--- config.mk ---
export PLATFORM = sky130hd
export DESIGN_NAME = cdag_dma_end_flat
export DESIGN_NICKNAME = d
export VERILOG_FILES = /design/src/pkg/cdag_pkg.sv /design/src/pkg/cdag_if.sv /design/src/logic/cdag_dma_end.sv /design/src/flat_wrapper.sv
export VERILOG_INCLUDE_DIRS = /design/src /design/src/pkg
export SDC_FILE = /design/constraint.sdc
export NUM_CORES = 1
export LEC_CHECK = 0
export BUFFER_PORTS_ARGS = -buffer_cell sky130_fd_sc_hd__buf_2
export CAP_MARGIN = 20
export CORE_ASPECT_RATIO = 0.6
export CORE_UTILIZATION = 45
export CTS_CLUSTER_DIAMETER = 50
export CTS_CLUSTER_SIZE = 8
export DETAILED_ROUTE_END_ITERATION = 16
export PLACE_DENSITY = 0.66
export SLEW_MARGIN = 30
export SYNTH_ARGS = -nofsm -noshare
export SYNTH_HDL_FRONTEND = slang
export SYNTH_SLANG_ARGS = --single-unit
--- constraint.sdc ---
create_clock -name i_ref_clk -period 9.9 [get_ports i_ref_clk]
set_input_delay 0.495 -clock i_ref_clk [delete_from_list [all_inputs] [get_ports i_ref_clk]]
set_output_delay 0.495 -clock i_ref_clk [all_outputs]
set_load 0.02 [all_outputs]
--- src/pkg/cdag_defs.svh ---
// Constants for the cascaded DMA address generation pair.
// Assumes inclusion by bare name from the DMA end and host end modules.
`ifndef CDAG_DEFS_SVH
`define CDAG_DEFS_SVH

// IO decode bases (upper address bits)
`define CDAG_SLV_BASE      12'h000
`define CDAG_MST_BASE      11'h006
`define CDAG_PAGE_BASE     12'h008
// Controller register indices
`define CDAG_IDX_COMMAND   4'h8
`define CDAG_IDX_MODE      4'hB
`define CDAG_IDX_CLR_FF    4'hC
// Command and mode bit positions
`define CDAG_CMD_DISABLE   2
`define CDAG_CMD_ROTATE    4
`define CDAG_MODE_DEC      5
// Page store layout
`define CDAG_PAGE_DEPTH    16
`define CDAG_PG_CH0        4'h7
`define CDAG_PG_CH1        4'h3
`define CDAG_PG_CH2        4'h1
`define CDAG_PG_CH3        4'h2
`define CDAG_PG_CH5        4'hB
`define CDAG_PG_CH6        4'h9
`define CDAG_PG_CH7        4'hA
`define CDAG_PG_REFRESH    4'hF
// Controller clock division
`define CDAG_DIV_NORMAL    2
`define CDAG_DIV_TURBO     4
// Host IO strobe length in cycles
`define CDAG_IO_STROBE_CYC 3
`define CDAG_IO_CNT_W      2

`endif

--- src/pkg/cdag_pkg.sv ---
// Types shared by both ends of the DMA address generation pair.
// Assumes nothing beyond a SystemVerilog compiler.
package cdag_pkg;

    typedef enum logic [3:0] {
        DEV_IDLE = 4'b0001,
        DEV_HOLD = 4'b0010,
        DEV_XFER = 4'b0100,
        DEV_DONE = 4'b1000
    } cdag_dev_state_type;

    typedef enum logic [2:0] {
        HST_IDLE   = 3'b001,
        HST_STROBE = 3'b010,
        HST_HELD   = 3'b100
    } cdag_hst_state_type;

endpackage

--- src/pkg/cdag_if.sv ---
// Wires between the DMA pair and the host processor bus.
// Assumes both ends share one clock; the bench resolves any pin levels.
`timescale 1ns/1ps
interface cdag_if;
    logic [15:0] io_addr;
    logic [7:0]  io_wdata;
    logic [7:0]  io_rdata;
    logic        io_write_strobe_n;
    logic        io_read_strobe_n;
    logic        hold_request_out;
    logic        hold_ack_in;
    logic [7:0]  dma_req;
    logic [7:0]  dma_ack;
    logic        refresh_cycle;
    logic [23:0] sys_addr;
    logic        sys_addr_lo_oe;
    logic        sys_addr_hi_oe;
    logic        byte_high_enable_n;
    logic        buffered_addr_latch_en;

    modport dev (
        input  io_addr, io_wdata, io_write_strobe_n, io_read_strobe_n,
        input  hold_ack_in, dma_req, refresh_cycle,
        output io_rdata, hold_request_out, dma_ack, sys_addr,
        output sys_addr_lo_oe, sys_addr_hi_oe, byte_high_enable_n,
        output buffered_addr_latch_en
    );

    modport host (
        output io_addr, io_wdata, io_write_strobe_n, io_read_strobe_n,
        output hold_ack_in, dma_req, refresh_cycle,
        input  io_rdata, hold_request_out, dma_ack, sys_addr,
        input  sys_addr_lo_oe, sys_addr_hi_oe, byte_high_enable_n,
        input  buffered_addr_latch_en
    );
endinterface

--- src/logic/cdag_dma_end.sv ---
// Cascaded DMA pair: slave byte channels 0-3, master word channels 5-7,
// high-byte latches, page store and IO programming.
// Assumes IO strobes are synchronous to i_ref_clk and held low >= 2 cycles.
`timescale 1ns/1ps
`include "cdag_defs.svh"

// How it works
// - Slave hold request drives master cascade channel
// - Rotating priority drops last served channel lowest
// - Serviced cascade entry falls below channels 5-7
// - Bytes span 64 kB, words 128 kB
// - Page store holds sixteen entries, eight used
// - Page entry changes only on software write
// - Software loads base address and page first
// - First transfer latches high byte from current address
// - Address steps; latch reloads on carry/borrow only
// - Byte transfers: A0-A15 controller, A16-A23 page
// - Word transfers: A0 low, A1-A16, A17-A23 page
// - Byte high enable from A0 on byte transfers, low on word transfers; latch enable high
// - Software configures everything before requesting service
// - Software programs slave before master after power-up
// - Controller programming accepted only idle without hold acknowledge; page writes always
// - Idle controller samples its decoded chip select
// - Host never programs while hold acknowledge high
// - Slave decodes A0-A3, master A1-A4
// - Controllers clocked at half, quarter in turbo
module cdag_dma_end #(
    parameter int PAGE_DEPTH = `CDAG_PAGE_DEPTH
) (
    // Clock and reset
    input  wire logic       i_ref_clk,
    input  wire logic       i_rst,
    // Host bus and peripherals
    cdag_if.dev             bus,
    // Mode and status
    input  wire logic       i_turbo_mode,
    output logic            o_dma_clk_en,
    output logic            o_busy,
    output logic [2:0]      o_active_channel
);

    if (PAGE_DEPTH != 16) begin : g_chk
        $error("PAGE_DEPTH must be 16");
    end

    function automatic logic [1:0] pick(input logic [3:0] req,
                                        input logic [1:0] last,
                                        input logic       rot);
        logic [1:0] s;
        logic [1:0] k;
        pick = 2'd0;
        s = rot ? 2'(last + 2'd1) : 2'd0;
        for (int i = 3; i >= 0; i--) begin
            k = 2'(s + 2'(i));
            if (req[k]) begin
                pick = k;
            end
        end
    endfunction

    function automatic logic [3:0] page_idx(input logic [2:0] ch);
        case (ch)
            3'd0:    page_idx = `CDAG_PG_CH0;
            3'd1:    page_idx = `CDAG_PG_CH1;
            3'd2:    page_idx = `CDAG_PG_CH2;
            3'd3:    page_idx = `CDAG_PG_CH3;
            3'd5:    page_idx = `CDAG_PG_CH5;
            3'd6:    page_idx = `CDAG_PG_CH6;
            3'd7:    page_idx = `CDAG_PG_CH7;
            default: page_idx = `CDAG_PG_REFRESH;
        endcase
    endfunction

    cdag_pkg::cdag_dev_state_type state_q;
    logic [1:0]  div_q;
    logic        wr_prev_q;
    logic        rd_prev_q;
    logic [15:0] cur_addr_q [8];
    logic [15:0] base_addr_q [8];
    logic [7:0]  dec_q;
    logic [7:0]  hi_pend_q;
    logic [7:0]  page_q [PAGE_DEPTH];
    logic [1:0]  rot_q;
    logic [1:0]  dis_q;
    logic [1:0]  ff_q;
    logic [1:0]  last_q [2];
    logic [7:0]  hi_latch_q [2];
    logic [2:0]  gnt_q;
    logic [23:0] addr_q;
    logic        bhe_n_q;
    logic [7:0]  rdata_q;

    // Controller clock enable
    wire         tick = i_turbo_mode ? (div_q == 2'd3) : div_q[0];

    // IO strobe edges and chip selects
    wire         wr_pulse = wr_prev_q & ~bus.io_write_strobe_n;
    wire         rd_pulse = rd_prev_q & ~bus.io_read_strobe_n;
    wire         sel_slv  = bus.io_addr[15:4] == `CDAG_SLV_BASE;
    wire         sel_mst  = bus.io_addr[15:5] == `CDAG_MST_BASE;
    wire         sel_page = bus.io_addr[15:4] == `CDAG_PAGE_BASE;
    wire         prog_ok  = (state_q == cdag_pkg::DEV_IDLE)
                            & ~bus.hold_ack_in;
    wire         ctl_sel  = (sel_slv | sel_mst) & prog_ok;
    wire         rc       = sel_mst;
    wire [3:0]   ridx     = sel_mst ? bus.io_addr[4:1]
                                    : bus.io_addr[3:0];
    wire [2:0]   rch      = {rc, ridx[2:1]};
    wire         is_addr  = ~ridx[3] & ~ridx[0];
    wire         ctl_wr   = wr_pulse & ctl_sel;
    wire         ctl_rd   = rd_pulse & ctl_sel;
    wire         addr_wr  = ctl_wr & is_addr & (rch != 3'd4);
    wire         mode_wr  = ctl_wr & (ridx == `CDAG_IDX_MODE);
    wire [2:0]   mode_ch  = {rc, bus.io_wdata[1:0]};
    wire         cmd_wr   = ctl_wr & (ridx == `CDAG_IDX_COMMAND);
    wire         clr_wr   = ctl_wr & (ridx == `CDAG_IDX_CLR_FF);
    wire         ff_step  = (ctl_wr | ctl_rd) & is_addr;
    wire         page_wr  = wr_pulse & sel_page;

    // Cascade and priority
    wire         slv_hrq  = |bus.dma_req[3:0] & ~dis_q[0];
    wire         casc_req = slv_hrq;
    wire [3:0]   mst_req  = {bus.dma_req[7:5], casc_req};
    wire         mst_hrq  = |mst_req & ~dis_q[1];
    wire [1:0]   mst_pick = pick(mst_req, last_q[1], rot_q[1]);
    wire [1:0]   slv_pick = pick(bus.dma_req[3:0], last_q[0], rot_q[0]);
    wire         casc_ack = (mst_pick == 2'd0);
    wire [2:0]   grant    = casc_ack ? {1'b0, slv_pick} : {1'b1, mst_pick};
    wire         do_grant = (state_q == cdag_pkg::DEV_HOLD)
                            & bus.hold_ack_in & tick;
    wire         do_step  = (state_q == cdag_pkg::DEV_XFER) & tick;

    // Address of the granted channel
    wire [15:0]  g_cur    = cur_addr_q[grant];
    wire         g_word   = grant[2];
    wire [7:0]   g_hi     = hi_pend_q[grant] ? g_cur[15:8]
                                             : hi_latch_q[g_word];
    wire [7:0]   g_page   = page_q[page_idx(grant)];
    wire [23:0]  g_addr   = g_word ? {g_page[7:1], g_hi, g_cur[7:0], 1'b0}
                                   : {g_page, g_hi, g_cur[7:0]};
    wire [15:0]  cur_g    = cur_addr_q[gnt_q];
    wire [15:0]  next_g   = dec_q[gnt_q] ? 16'(cur_g - 16'h0001)
                                         : 16'(cur_g + 16'h0001);
    wire         carry    = next_g[15:8] != cur_g[15:8];
    wire [7:0]   rd_val   = sel_page ? page_q[bus.io_addr[3:0]]
                          : ~(is_addr & ctl_sel) ? 8'h00
                          : ff_q[rc] ? cur_addr_q[rch][15:8]
                                     : cur_addr_q[rch][7:0];

    always_ff @(posedge i_ref_clk) begin
        if (i_rst) begin
            state_q <= cdag_pkg::DEV_IDLE;
        end else begin
            case (state_q)
                cdag_pkg::DEV_IDLE:
                    if (mst_hrq) state_q <= cdag_pkg::DEV_HOLD;
                cdag_pkg::DEV_HOLD:
                    if (~mst_hrq) state_q <= cdag_pkg::DEV_IDLE;
                    else if (do_grant) state_q <= cdag_pkg::DEV_XFER;
                cdag_pkg::DEV_XFER:
                    if (tick) state_q <= cdag_pkg::DEV_DONE;
                cdag_pkg::DEV_DONE:
                    if (tick) state_q <= cdag_pkg::DEV_IDLE;
                default: state_q <= cdag_pkg::DEV_IDLE;
            endcase
        end
    end

    always_ff @(posedge i_ref_clk) begin
        if (i_rst) begin
            div_q     <= 2'd0;
            wr_prev_q <= 1'b1;
            rd_prev_q <= 1'b1;
            rdata_q   <= 8'h00;
        end else begin
            div_q     <= 2'(div_q + 2'd1);
            wr_prev_q <= bus.io_write_strobe_n;
            rd_prev_q <= bus.io_read_strobe_n;
            if (rd_pulse) rdata_q <= rd_val;
        end
    end

    // Controller registers and channel addresses
    always_ff @(posedge i_ref_clk) begin
        if (i_rst) begin
            rot_q     <= 2'b00;
            dis_q     <= 2'b00;
            ff_q      <= 2'b00;
            dec_q     <= 8'h00;
            hi_pend_q <= 8'hFF;
            for (int i = 0; i < 8; i++) begin
                cur_addr_q[i]  <= 16'h0000;
                base_addr_q[i] <= 16'h0000;
            end
        end else begin
            if (cmd_wr) begin
                rot_q[rc] <= bus.io_wdata[`CDAG_CMD_ROTATE];
                dis_q[rc] <= bus.io_wdata[`CDAG_CMD_DISABLE];
            end
            if (mode_wr) dec_q[mode_ch] <= bus.io_wdata[`CDAG_MODE_DEC];
            if (clr_wr) ff_q[rc] <= 1'b0;
            else if (ff_step) ff_q[rc] <= ~ff_q[rc];
            if (addr_wr) begin
                hi_pend_q[rch] <= 1'b1;
                if (ff_q[rc]) begin
                    cur_addr_q[rch][15:8]  <= bus.io_wdata;
                    base_addr_q[rch][15:8] <= bus.io_wdata;
                end else begin
                    cur_addr_q[rch][7:0]  <= bus.io_wdata;
                    base_addr_q[rch][7:0] <= bus.io_wdata;
                end
            end
            if (do_grant) hi_pend_q[grant] <= 1'b0;
            if (do_step) begin
                cur_addr_q[gnt_q] <= next_g;
                if (carry) hi_pend_q[gnt_q] <= 1'b1;
            end
        end
    end

    // Page store, written only by software
    always_ff @(posedge i_ref_clk) begin
        if (i_rst) begin
            for (int i = 0; i < PAGE_DEPTH; i++) begin
                page_q[i] <= 8'h00;
            end
        end else if (page_wr) begin
            page_q[bus.io_addr[3:0]] <= bus.io_wdata;
        end
    end

    // Grant capture, latches and address outputs
    always_ff @(posedge i_ref_clk) begin
        if (i_rst) begin
            gnt_q         <= 3'd0;
            addr_q        <= 24'h00_0000;
            bhe_n_q       <= 1'b1;
            hi_latch_q[0] <= 8'h00;
            hi_latch_q[1] <= 8'h00;
            last_q[0]     <= 2'd3;
            last_q[1]     <= 2'd3;
        end else if (do_grant) begin
            gnt_q              <= grant;
            addr_q             <= g_addr;
            bhe_n_q            <= g_word ? 1'b0 : ~g_cur[0];
            hi_latch_q[g_word] <= g_hi;
            last_q[1]          <= mst_pick;
            if (casc_ack) last_q[0] <= slv_pick;
        end else if (bus.refresh_cycle && state_q == cdag_pkg::DEV_IDLE) begin
            addr_q[23:16] <= page_q[`CDAG_PG_REFRESH];
        end
    end

    wire xfer = state_q == cdag_pkg::DEV_XFER;
    wire refr = bus.refresh_cycle & (state_q == cdag_pkg::DEV_IDLE);

    assign bus.hold_request_out       = state_q != cdag_pkg::DEV_IDLE;
    assign bus.dma_ack                = xfer ? 8'(1 << gnt_q) : 8'h00;
    assign bus.sys_addr               = addr_q;
    assign bus.sys_addr_lo_oe         = xfer;
    assign bus.sys_addr_hi_oe         = xfer | refr;
    assign bus.byte_high_enable_n     = xfer ? bhe_n_q : 1'b1;
    assign bus.buffered_addr_latch_en = xfer;
    assign bus.io_rdata               = rdata_q;
    assign o_dma_clk_en               = tick;
    assign o_busy                     = state_q != cdag_pkg::DEV_IDLE;
    assign o_active_channel           = gnt_q;

endmodule // cdag_dma_end

--- src/flat_wrapper.sv ---
// flat-port wrapper written by rule: the top's interface ports become plain ports
module cdag_dma_end_flat 
#(
    parameter int PAGE_DEPTH = `CDAG_PAGE_DEPTH
)
  (i_ref_clk, i_rst, i_turbo_mode, o_dma_clk_en, o_busy, o_active_channel, bus_io_addr, bus_io_wdata, bus_io_write_strobe_n, bus_io_read_strobe_n, bus_hold_ack_in, bus_dma_req, bus_refresh_cycle, bus_io_rdata, bus_hold_request_out, bus_dma_ack, bus_sys_addr, bus_sys_addr_lo_oe, bus_sys_addr_hi_oe, bus_byte_high_enable_n, bus_buffered_addr_latch_en);
  cdag_if bus_i ();
  input  wire logic i_ref_clk;
  input  wire logic i_rst;
  input  wire logic i_turbo_mode;
  output logic o_dma_clk_en;
  output logic o_busy;
  output logic [2:0] o_active_channel;
  input wire logic [$bits(bus_i.io_addr)-1:0] bus_io_addr;
  input wire logic [$bits(bus_i.io_wdata)-1:0] bus_io_wdata;
  input wire logic [$bits(bus_i.io_write_strobe_n)-1:0] bus_io_write_strobe_n;
  input wire logic [$bits(bus_i.io_read_strobe_n)-1:0] bus_io_read_strobe_n;
  input wire logic [$bits(bus_i.hold_ack_in)-1:0] bus_hold_ack_in;
  input wire logic [$bits(bus_i.dma_req)-1:0] bus_dma_req;
  input wire logic [$bits(bus_i.refresh_cycle)-1:0] bus_refresh_cycle;
  output wire logic [$bits(bus_i.io_rdata)-1:0] bus_io_rdata;
  output wire logic [$bits(bus_i.hold_request_out)-1:0] bus_hold_request_out;
  output wire logic [$bits(bus_i.dma_ack)-1:0] bus_dma_ack;
  output wire logic [$bits(bus_i.sys_addr)-1:0] bus_sys_addr;
  output wire logic [$bits(bus_i.sys_addr_lo_oe)-1:0] bus_sys_addr_lo_oe;
  output wire logic [$bits(bus_i.sys_addr_hi_oe)-1:0] bus_sys_addr_hi_oe;
  output wire logic [$bits(bus_i.byte_high_enable_n)-1:0] bus_byte_high_enable_n;
  output wire logic [$bits(bus_i.buffered_addr_latch_en)-1:0] bus_buffered_addr_latch_en;
  assign bus_i.io_addr = bus_io_addr;
  assign bus_i.io_wdata = bus_io_wdata;
  assign bus_i.io_write_strobe_n = bus_io_write_strobe_n;
  assign bus_i.io_read_strobe_n = bus_io_read_strobe_n;
  assign bus_i.hold_ack_in = bus_hold_ack_in;
  assign bus_i.dma_req = bus_dma_req;
  assign bus_i.refresh_cycle = bus_refresh_cycle;
  assign bus_io_rdata = bus_i.io_rdata;
  assign bus_hold_request_out = bus_i.hold_request_out;
  assign bus_dma_ack = bus_i.dma_ack;
  assign bus_sys_addr = bus_i.sys_addr;
  assign bus_sys_addr_lo_oe = bus_i.sys_addr_lo_oe;
  assign bus_sys_addr_hi_oe = bus_i.sys_addr_hi_oe;
  assign bus_byte_high_enable_n = bus_i.byte_high_enable_n;
  assign bus_buffered_addr_latch_en = bus_i.buffered_addr_latch_en;
  cdag_dma_end #(.PAGE_DEPTH(PAGE_DEPTH)) u_core (.i_ref_clk(i_ref_clk), .i_rst(i_rst), .bus(bus_i), .i_turbo_mode(i_turbo_mode), .o_dma_clk_en(o_dma_clk_en), .o_busy(o_busy), .o_active_channel(o_active_channel));
endmodule
==> results of run 1 <==
-- cell usage in the layout, fill, tap and decap left out, drive strengths merged, types with 7 or more instances in the layout --
master and n:
buf 125, a21oi 57, nand2 142, nor4 13, xnor2 13, a21o 18
nand3 26, a311oi 9, edfxtp 276, nor3 40, mux4 92, o221ai 14
a22oi 11, a32oi 7, o21ai 41, a221oi 13, nor2b 31, nand2b 15
nor2 270, nor4b 7, a211oi 29, a22o 7, and2 123, clkbuf 88
ha 15, o21a 9, a222oi 7, or2 11, a31oi 12, inv 29
o211ai 10, dfxtp 68, o22ai 36, mux2 30, mux2i 51
-- critical path, cell delays in order (launching register included) --
cell and delay [ns]:
dfxtp_1 0.30, buf_4 0.22, nand2b_1 0.27, o22ai_1 0.12
a221oi_1 0.31, buf_2 0.25, inv_1 0.31, ha_1 0.56
o21a_1 0.20, o21a_1 0.23, o221ai_1 0.15, a311oi_1 0.56
xnor2_1 0.13, a211o_1 0.32, nor4b_4 0.58, o41ai_1 0.17
-- registers in the layout, summed over array words and instances (netlist names), 3 cells and up, named ones only --
name,count
u_core.o_active_channel,3
u_core.page_q,128
u_core.bus.sys_addr,24
u_core.dec_q,8
u_core.last_q,4
u_core.hi_latch_q,16
u_core.hi_pend_q,7
u_core.bus.io_rdata,8
u_core.state_q,4
u_core.cur_addr_q,128
-- Yosys cell counts (22+ instances only) --
cell type	instances
a211oi_1	29
a21oi_1	56
and2_1	123
buf_2	22
clkbuf_1	81
dfxtp_1	68
edfxtp_1	276
inv_1	26
mux2_2	30
mux2i_1	51
mux4_2	92
nand2_1	141
nand3_1	26
nor2_1	260
nor2b_1	31
nor3_1	36
o21ai_0	31
o22ai_1	36
-- logic make-up (layout without fill, tap and decap cells) --
kind of cell	count (synthesis)	after routing	synth area share, %
multiplexers	173	173	15.0
adder cells (fa/ha/maj)	16	16	1.06
AO/OA/AOI/OAI	328	328	12.0
flip-flops	344	344	49.4
XOR/XNOR	19	19	1.08
other	0	1	0
buffers and inverters	150	248	3.26
AND/OR/NAND/NOR	711	711	18.2
-- per-layer routing --
metal / vias to the layer above / track usage (%)
met2: 1242 / 39.6
met5: - / 0
met3: 148 / 13.1
li1: 6702 / -
met1: 7861 / 45.9
met4: 2 / 9.50
-- through the flow --
| step | instance area [µm²] | util [%] | instances | hold WS [ns] |
|---|---|---|---|---|
| after floorplan | 19500 | - | 1741 | 0.415 |
| after global placement | 20500 | 48.4 | 2314 | 0.424 |
| after detailed placement | 20500 | 48.4 | 2314 | 0.439 |
| after CTS | 22000 | 51.9 | 2408 | 0.119 |
| after global routing | 22000 | 51.9 | 2409 | 0.127 |
| final | 22000 | 51.9 | 2410 | 0.131 |
-- path summary, 6_finish.rpt --
path                            cells past startpoint                   to                       start
worst max register to register                     15  u_core.hi_pend_q[1]  u_core.o_active_channel[2]
worst min-delay path                                2     u_core.rd_prev_q        bus_io_read_strobe_n
worst max-delay path                               15  u_core.hi_pend_q[1]  u_core.o_active_channel[2]
worst min register to register                      1      u_core.div_q[0]             u_core.div_q[0]
-- power by group --
group	total (mW)	internal, mW	switching, mW
clock network	1.63	0.964	0.671
registers	1.63	1.60	0.0296
logic	0.339	0.113	0.227
total	3.60	2.68	0.927
-- cell type report --
cell class	instances	share of cell area [%]
flip-flops and latches	344	43.9
clock inverters	6	0.245
multi-input cells	1247	42.3
clock buffers	88	6.44
well taps	570	3.25
repair buffers	125	3.27
inverters	29	0.496
diodes	1	0.0114
==> reports/qor.txt, run 1 <==
Status: complete, no violations
Per-cell routed wire length: 28.5 µm
DR vias: 16000
Nets: 1852
Prevailing post-synth register cell: edfxtp_1
Postcts setup bufs: 0
Hold buffer count at CTS: 0
Register Area: 9650 µm²
Root buffer cell: clkbuf_16
FF+latch count, synth: 344
CTS buffer count: 50
Fmax: 0.206 GHz
Row count: 58
Type of origin of the critical path: register
First-pass GRT wire length: 99.0 mm
Drc violations: 0
Max rail drop VDD: 0.000129 V
CP required: 10.34 ns
Pre-Repair DR Iteration Count: 6
Post-synthesis cell count: 1741
Die height: 163 µm
Area grow syn2layout: 12.5%
Warnings from Yosys: 0
Setup Skew: 0.0199 ns
Detailed placement HPWL: 48.0 mm
Routability cong.: 0.948
Post-synth top area cell: edfxtp_1
Setup TNS: 0 ns
Slew Limit Fails: 0
Hold Crit Class: in2reg
Post-CTS Resized: 0
Largest net degree at the start of global routing: 55
Top-area cell type share of the netlist area: 42.5%
Power, Total: 3.60 mW
IO buf count: 87
Core ar.: 42300 µm²
R2R Setup Slk: 5.05 ns
Initial antenna violation count: 4
Drt via density: 6.62
Initial core utilization: 46.1%
Min Tclk post-route: 4.85 ns
Fraction of layout cells with a size suffix above 1: 19.6%
Clock slew at reported path FFs: 0.05 ns
Mapped Area: 19500 µm²
Async S/R FF share, synth: 0%
Routed met2 length: 26.4 mm
Min setup slack post-route: 5.05 ns
Vias in the first global route: 14800
IO Pins: 89
Setup CP Type: reg2reg
Relative slew slack: 33.6%
Number of fillers in the final layout: 3725
Crit end category: register
Pwr/cell area: 164 nW/µm²
Avg Inst Size Synth: 11.2 µm²
MaxCap Viol Count: 0
Final hold vios: 0
Die Width: 271 µm
Syn nets: 1796
Clock buffer depth: 3
Register area share after synthesis: 49.4%
Routed length on met3: 11.7 mm
P_leak: 8.19 nW
Multi-input logic area: 9300 µm²
Sink Count: 344
Distinct cells, synth: 89
Area contributors post-synth: edfxtp_1 42%, mux4_2 11%, dfxtp_1 7.0%
Global-route usage over all layers: 30.9%
Worst slew pin tran: 0.996 ns
Die area: 44200 µm²
Clk_lat worst skew: 0.58 ns
Post-synth EDFFs: 276
Fin crit share: 49.0%
M1 WL: 28.5 mm
RSZ-0062 raised after global routing: false
CTS tree: done
Final setup violation count: 0
Max layer used: met5
H-tree level count: 2
Post-route ant nets: 0
Congestion Overflow GR: 0
Routed WL: 68.7 mm
DR iter-0 viols: 2417
Pre-CTS setup slack: 4.53 ns
CP arrival: 5.29 ns
Crit path max fanout: 15
Power figures use the tool's default switching activity.
==> run 2: changes to the inputs <==
--- a/config.mk
+++ b/config.mk
@@ -13,7 +13,7 @@
 export CTS_CLUSTER_DIAMETER = 50
 export CTS_CLUSTER_SIZE = 8
 export DETAILED_ROUTE_END_ITERATION = 16
-export PLACE_DENSITY = 0.66
+export PLACE_DENSITY = 0.69
 export SLEW_MARGIN = 30
 export SYNTH_ARGS = -nofsm -noshare
 export SYNTH_HDL_FRONTEND = slang
==> constraint.sdc (replaced) <==
create_clock -name i_ref_clk -period 4.2 [get_ports i_ref_clk]
set_input_delay 0.21 -clock i_ref_clk [delete_from_list [all_inputs] [get_ports i_ref_clk]]
set_output_delay 0.21 -clock i_ref_clk [all_outputs]
set_load 0.02 [all_outputs]
==> reports/qor.txt, run 2 (synthesis gave the netlist of run 1 again) <==
Worst slew pin tran: 0.869 ns (was 0.996 ns)
Status: complete, no violations (unchanged)
Core ar.: 42300 µm² (unchanged)
Most frequent cells in the layout: 276 x edfxtp_1, 259 x nor2_1, 141 x nand2_1 (unchanged)
Clk_lat worst skew: 0.58 ns (about the same)
Min setup slack post-route: 0.0817 ns (was 5.05 ns)
Critical R2R Launch: u_core.o_active_channel[0] (was u_core.o_active_channel[2])
Sink Count: 344 (unchanged)
P_leak: 8.55 nW (was 8.19 nW)
DR vias: 16300 (was 16000)
Area grow syn2layout: 15.7% (was 12.5%)
Fmax: 0.243 GHz (was 0.206 GHz)
Final setup violation count: 0 (unchanged)
Detailed placement HPWL: 49.9 mm (was 48.0 mm)
Setup TNS: 0 ns (unchanged)
Die area: 44200 µm² (unchanged)
Root buffer cell: clkbuf_16 (unchanged)
IO buf count: 87 (unchanged)
Crit path max fanout: 9 (was 15)
Pwr/cell area: 378 nW/µm² (was 164 nW/µm²)
IO Pins: 89 (unchanged)
Die Width: 271 µm (unchanged)
Pre-CTS setup slack: 0.0878 ns (was 4.53 ns)
Row count: 58 (unchanged)
CP required: 4.64 ns (was 10.34 ns)
Worst hold endpoint: u_core.div_q[0] (was u_core.rd_prev_q)
Per-cell routed wire length: 27.9 µm (was 28.5 µm)
Hold path depth: 2 (unchanged)
H-tree level count: 2 (unchanged)
Type of origin of the critical path: register (unchanged)
Min Tclk post-route: 4.12 ns (was 4.85 ns)
Relative slew slack: 41.9% (was 33.6%)
Commonest non-fill, non-tap cell in the layout: edfxtp_1 (unchanged)
Routability cong.: 0.951 (was 0.948)
Largest net degree at the start of global routing: 40 (was 55)
Die height: 163 µm (unchanged)
Drc violations: 0 (unchanged)
Max rail drop VDD: 0.000311 V (was 0.000129 V)
R2R Setup Slk: 0.08 ns (was 5.05 ns)
Fin crit share: 98.1% (was 49.0%)
Final hold vios: 0 (unchanged)
Vias in the first global route: 15000 (was 14800)
CP arrival: 4.56 ns (was 5.29 ns)
Clock buffer depth: 3 (unchanged)
Crit end category: register (unchanged)
Initial core utilization: 46.1% (unchanged)
First-pass GRT wire length: 100 mm (was 99.0 mm)
Nets: 1921 (was 1852)
Routed WL: 69.1 mm (was 68.7 mm)
DR iter-0 viols: 2830 (was 2417)
Drt via density: 6.57 (was 6.62)
Setup Skew: 0.0270 ns (was 0.0199 ns)
Worst-case reg-to-reg path depth: 14 (was 15)
MaxCap Viol Count: 0 (unchanged)
Fraction of layout cells with a size suffix above 1: 22.7% (was 19.6%)
Global-route usage over all layers: 31.0% (was 30.9%)
Post-route ant nets: 0 (unchanged)
CTS tree: done (unchanged)
Setup CP Type: reg2reg (unchanged)
Clock slew at reported path FFs: 0.05 ns (about the same)
Congestion Overflow GR: 0 (unchanged)
Pre-Repair DR Iteration Count: 6 (unchanged)
Slew Limit Fails: 0 (unchanged)
Hold Crit Class: in2reg (unchanged)
Hold_sp: i_rst (was bus_io_read_strobe_n)
Initial antenna violation count: 4 (unchanged)
CTS buffer count: 50 (unchanged)
R2r endpoint: u_core.hi_pend_q[1] (unchanged)
## run 2: how the worst max path moves through the flow
stage / start / slack, ns / end
2_1_floorplan: register / 0.10 / u_core.hi_pend_q[3]
3_3_place_gp: u_core.o_active_channel[0] / 0.15 / u_core.hi_pend_q[5]
3_5_place_dp: u_core.o_active_channel[0] / 0.09 / u_core.hi_pend_q[5]
4_1_cts: u_core.o_active_channel[0] / 0.08 / u_core.hi_pend_q[0]
5_1_grt: u_core.o_active_channel[0] / -0.009 / u_core.hi_pend_q[0]
6_report: u_core.o_active_channel[0] / 0.08 / u_core.hi_pend_q[1]
## run 2: metal layers
metal	part of all wire, %	vias to the layer above	GRT usage, %
met5	0.12	-	1.21
met4	2.5	4	7.94
met3	17	145	12.1
met2	39	1350	39.9
met1	41	7942	47.3
li1	-	6842	-
## run 2: repair_timing
action / 4_1_cts / 5_1_grt
endpoints found under the hold margin: 2 / 0
resized for setup: 0 / 5
setup buffers: 0 / 0
setup endpoints to repair: 0 / 12
hold buffers: 2 / 0
## run 2: power by group
part / internal (mW) / switching [mW] / total (mW)
registers: 3.77 / 0.0746 / 3.85
clock network: 2.31 / 1.54 / 3.85
logic: 0.292 / 0.541 / 0.833
total: 6.37 / 2.15 / 8.53
## run 2: cell type report
cell class              instances  area [µm²]
diodes                          4        10.0
clock buffers                  87        1440
clock inverters                 4        46.3
fillers                      3634       19700
inverters                      29         109
multi-input cells            1247        9320
flip-flops and latches        344        9650
well taps                     570         713
repair buffers                194        1300
## run 2: critical path, cell delays in order, from the launching register on
cell and delay, ns:
dfxtp_1 0.46, mux2i_1 0.22, o22ai_1 0.13, a221oi_2 0.40, inv_2 0.18, ha_1 0.39, a21o_1 0.18, a21o_1 0.21
a211oi_1 0.37, a21oi_2 0.17, a21boi_1 0.29, xor3_1 0.29, nor4b_4 0.15, buf_4 0.19, o41ai_1 0.34
## run 2: through the flow
step	cell area (µm²)	cells	utilization [%]	hold WS (ns)	total power, mW
after floorplan	19500	1741	-	0.317	4.37
after global placement	21000	2382	49.7	0.424	4.69
after detailed placement	21000	2382	49.7	0.434	4.70
after CTS	22500	2475	53.3	0.112	8.51
after global routing	22600	2476	53.4	0.127	8.71
final	22600	2479	53.4	0.135	8.53
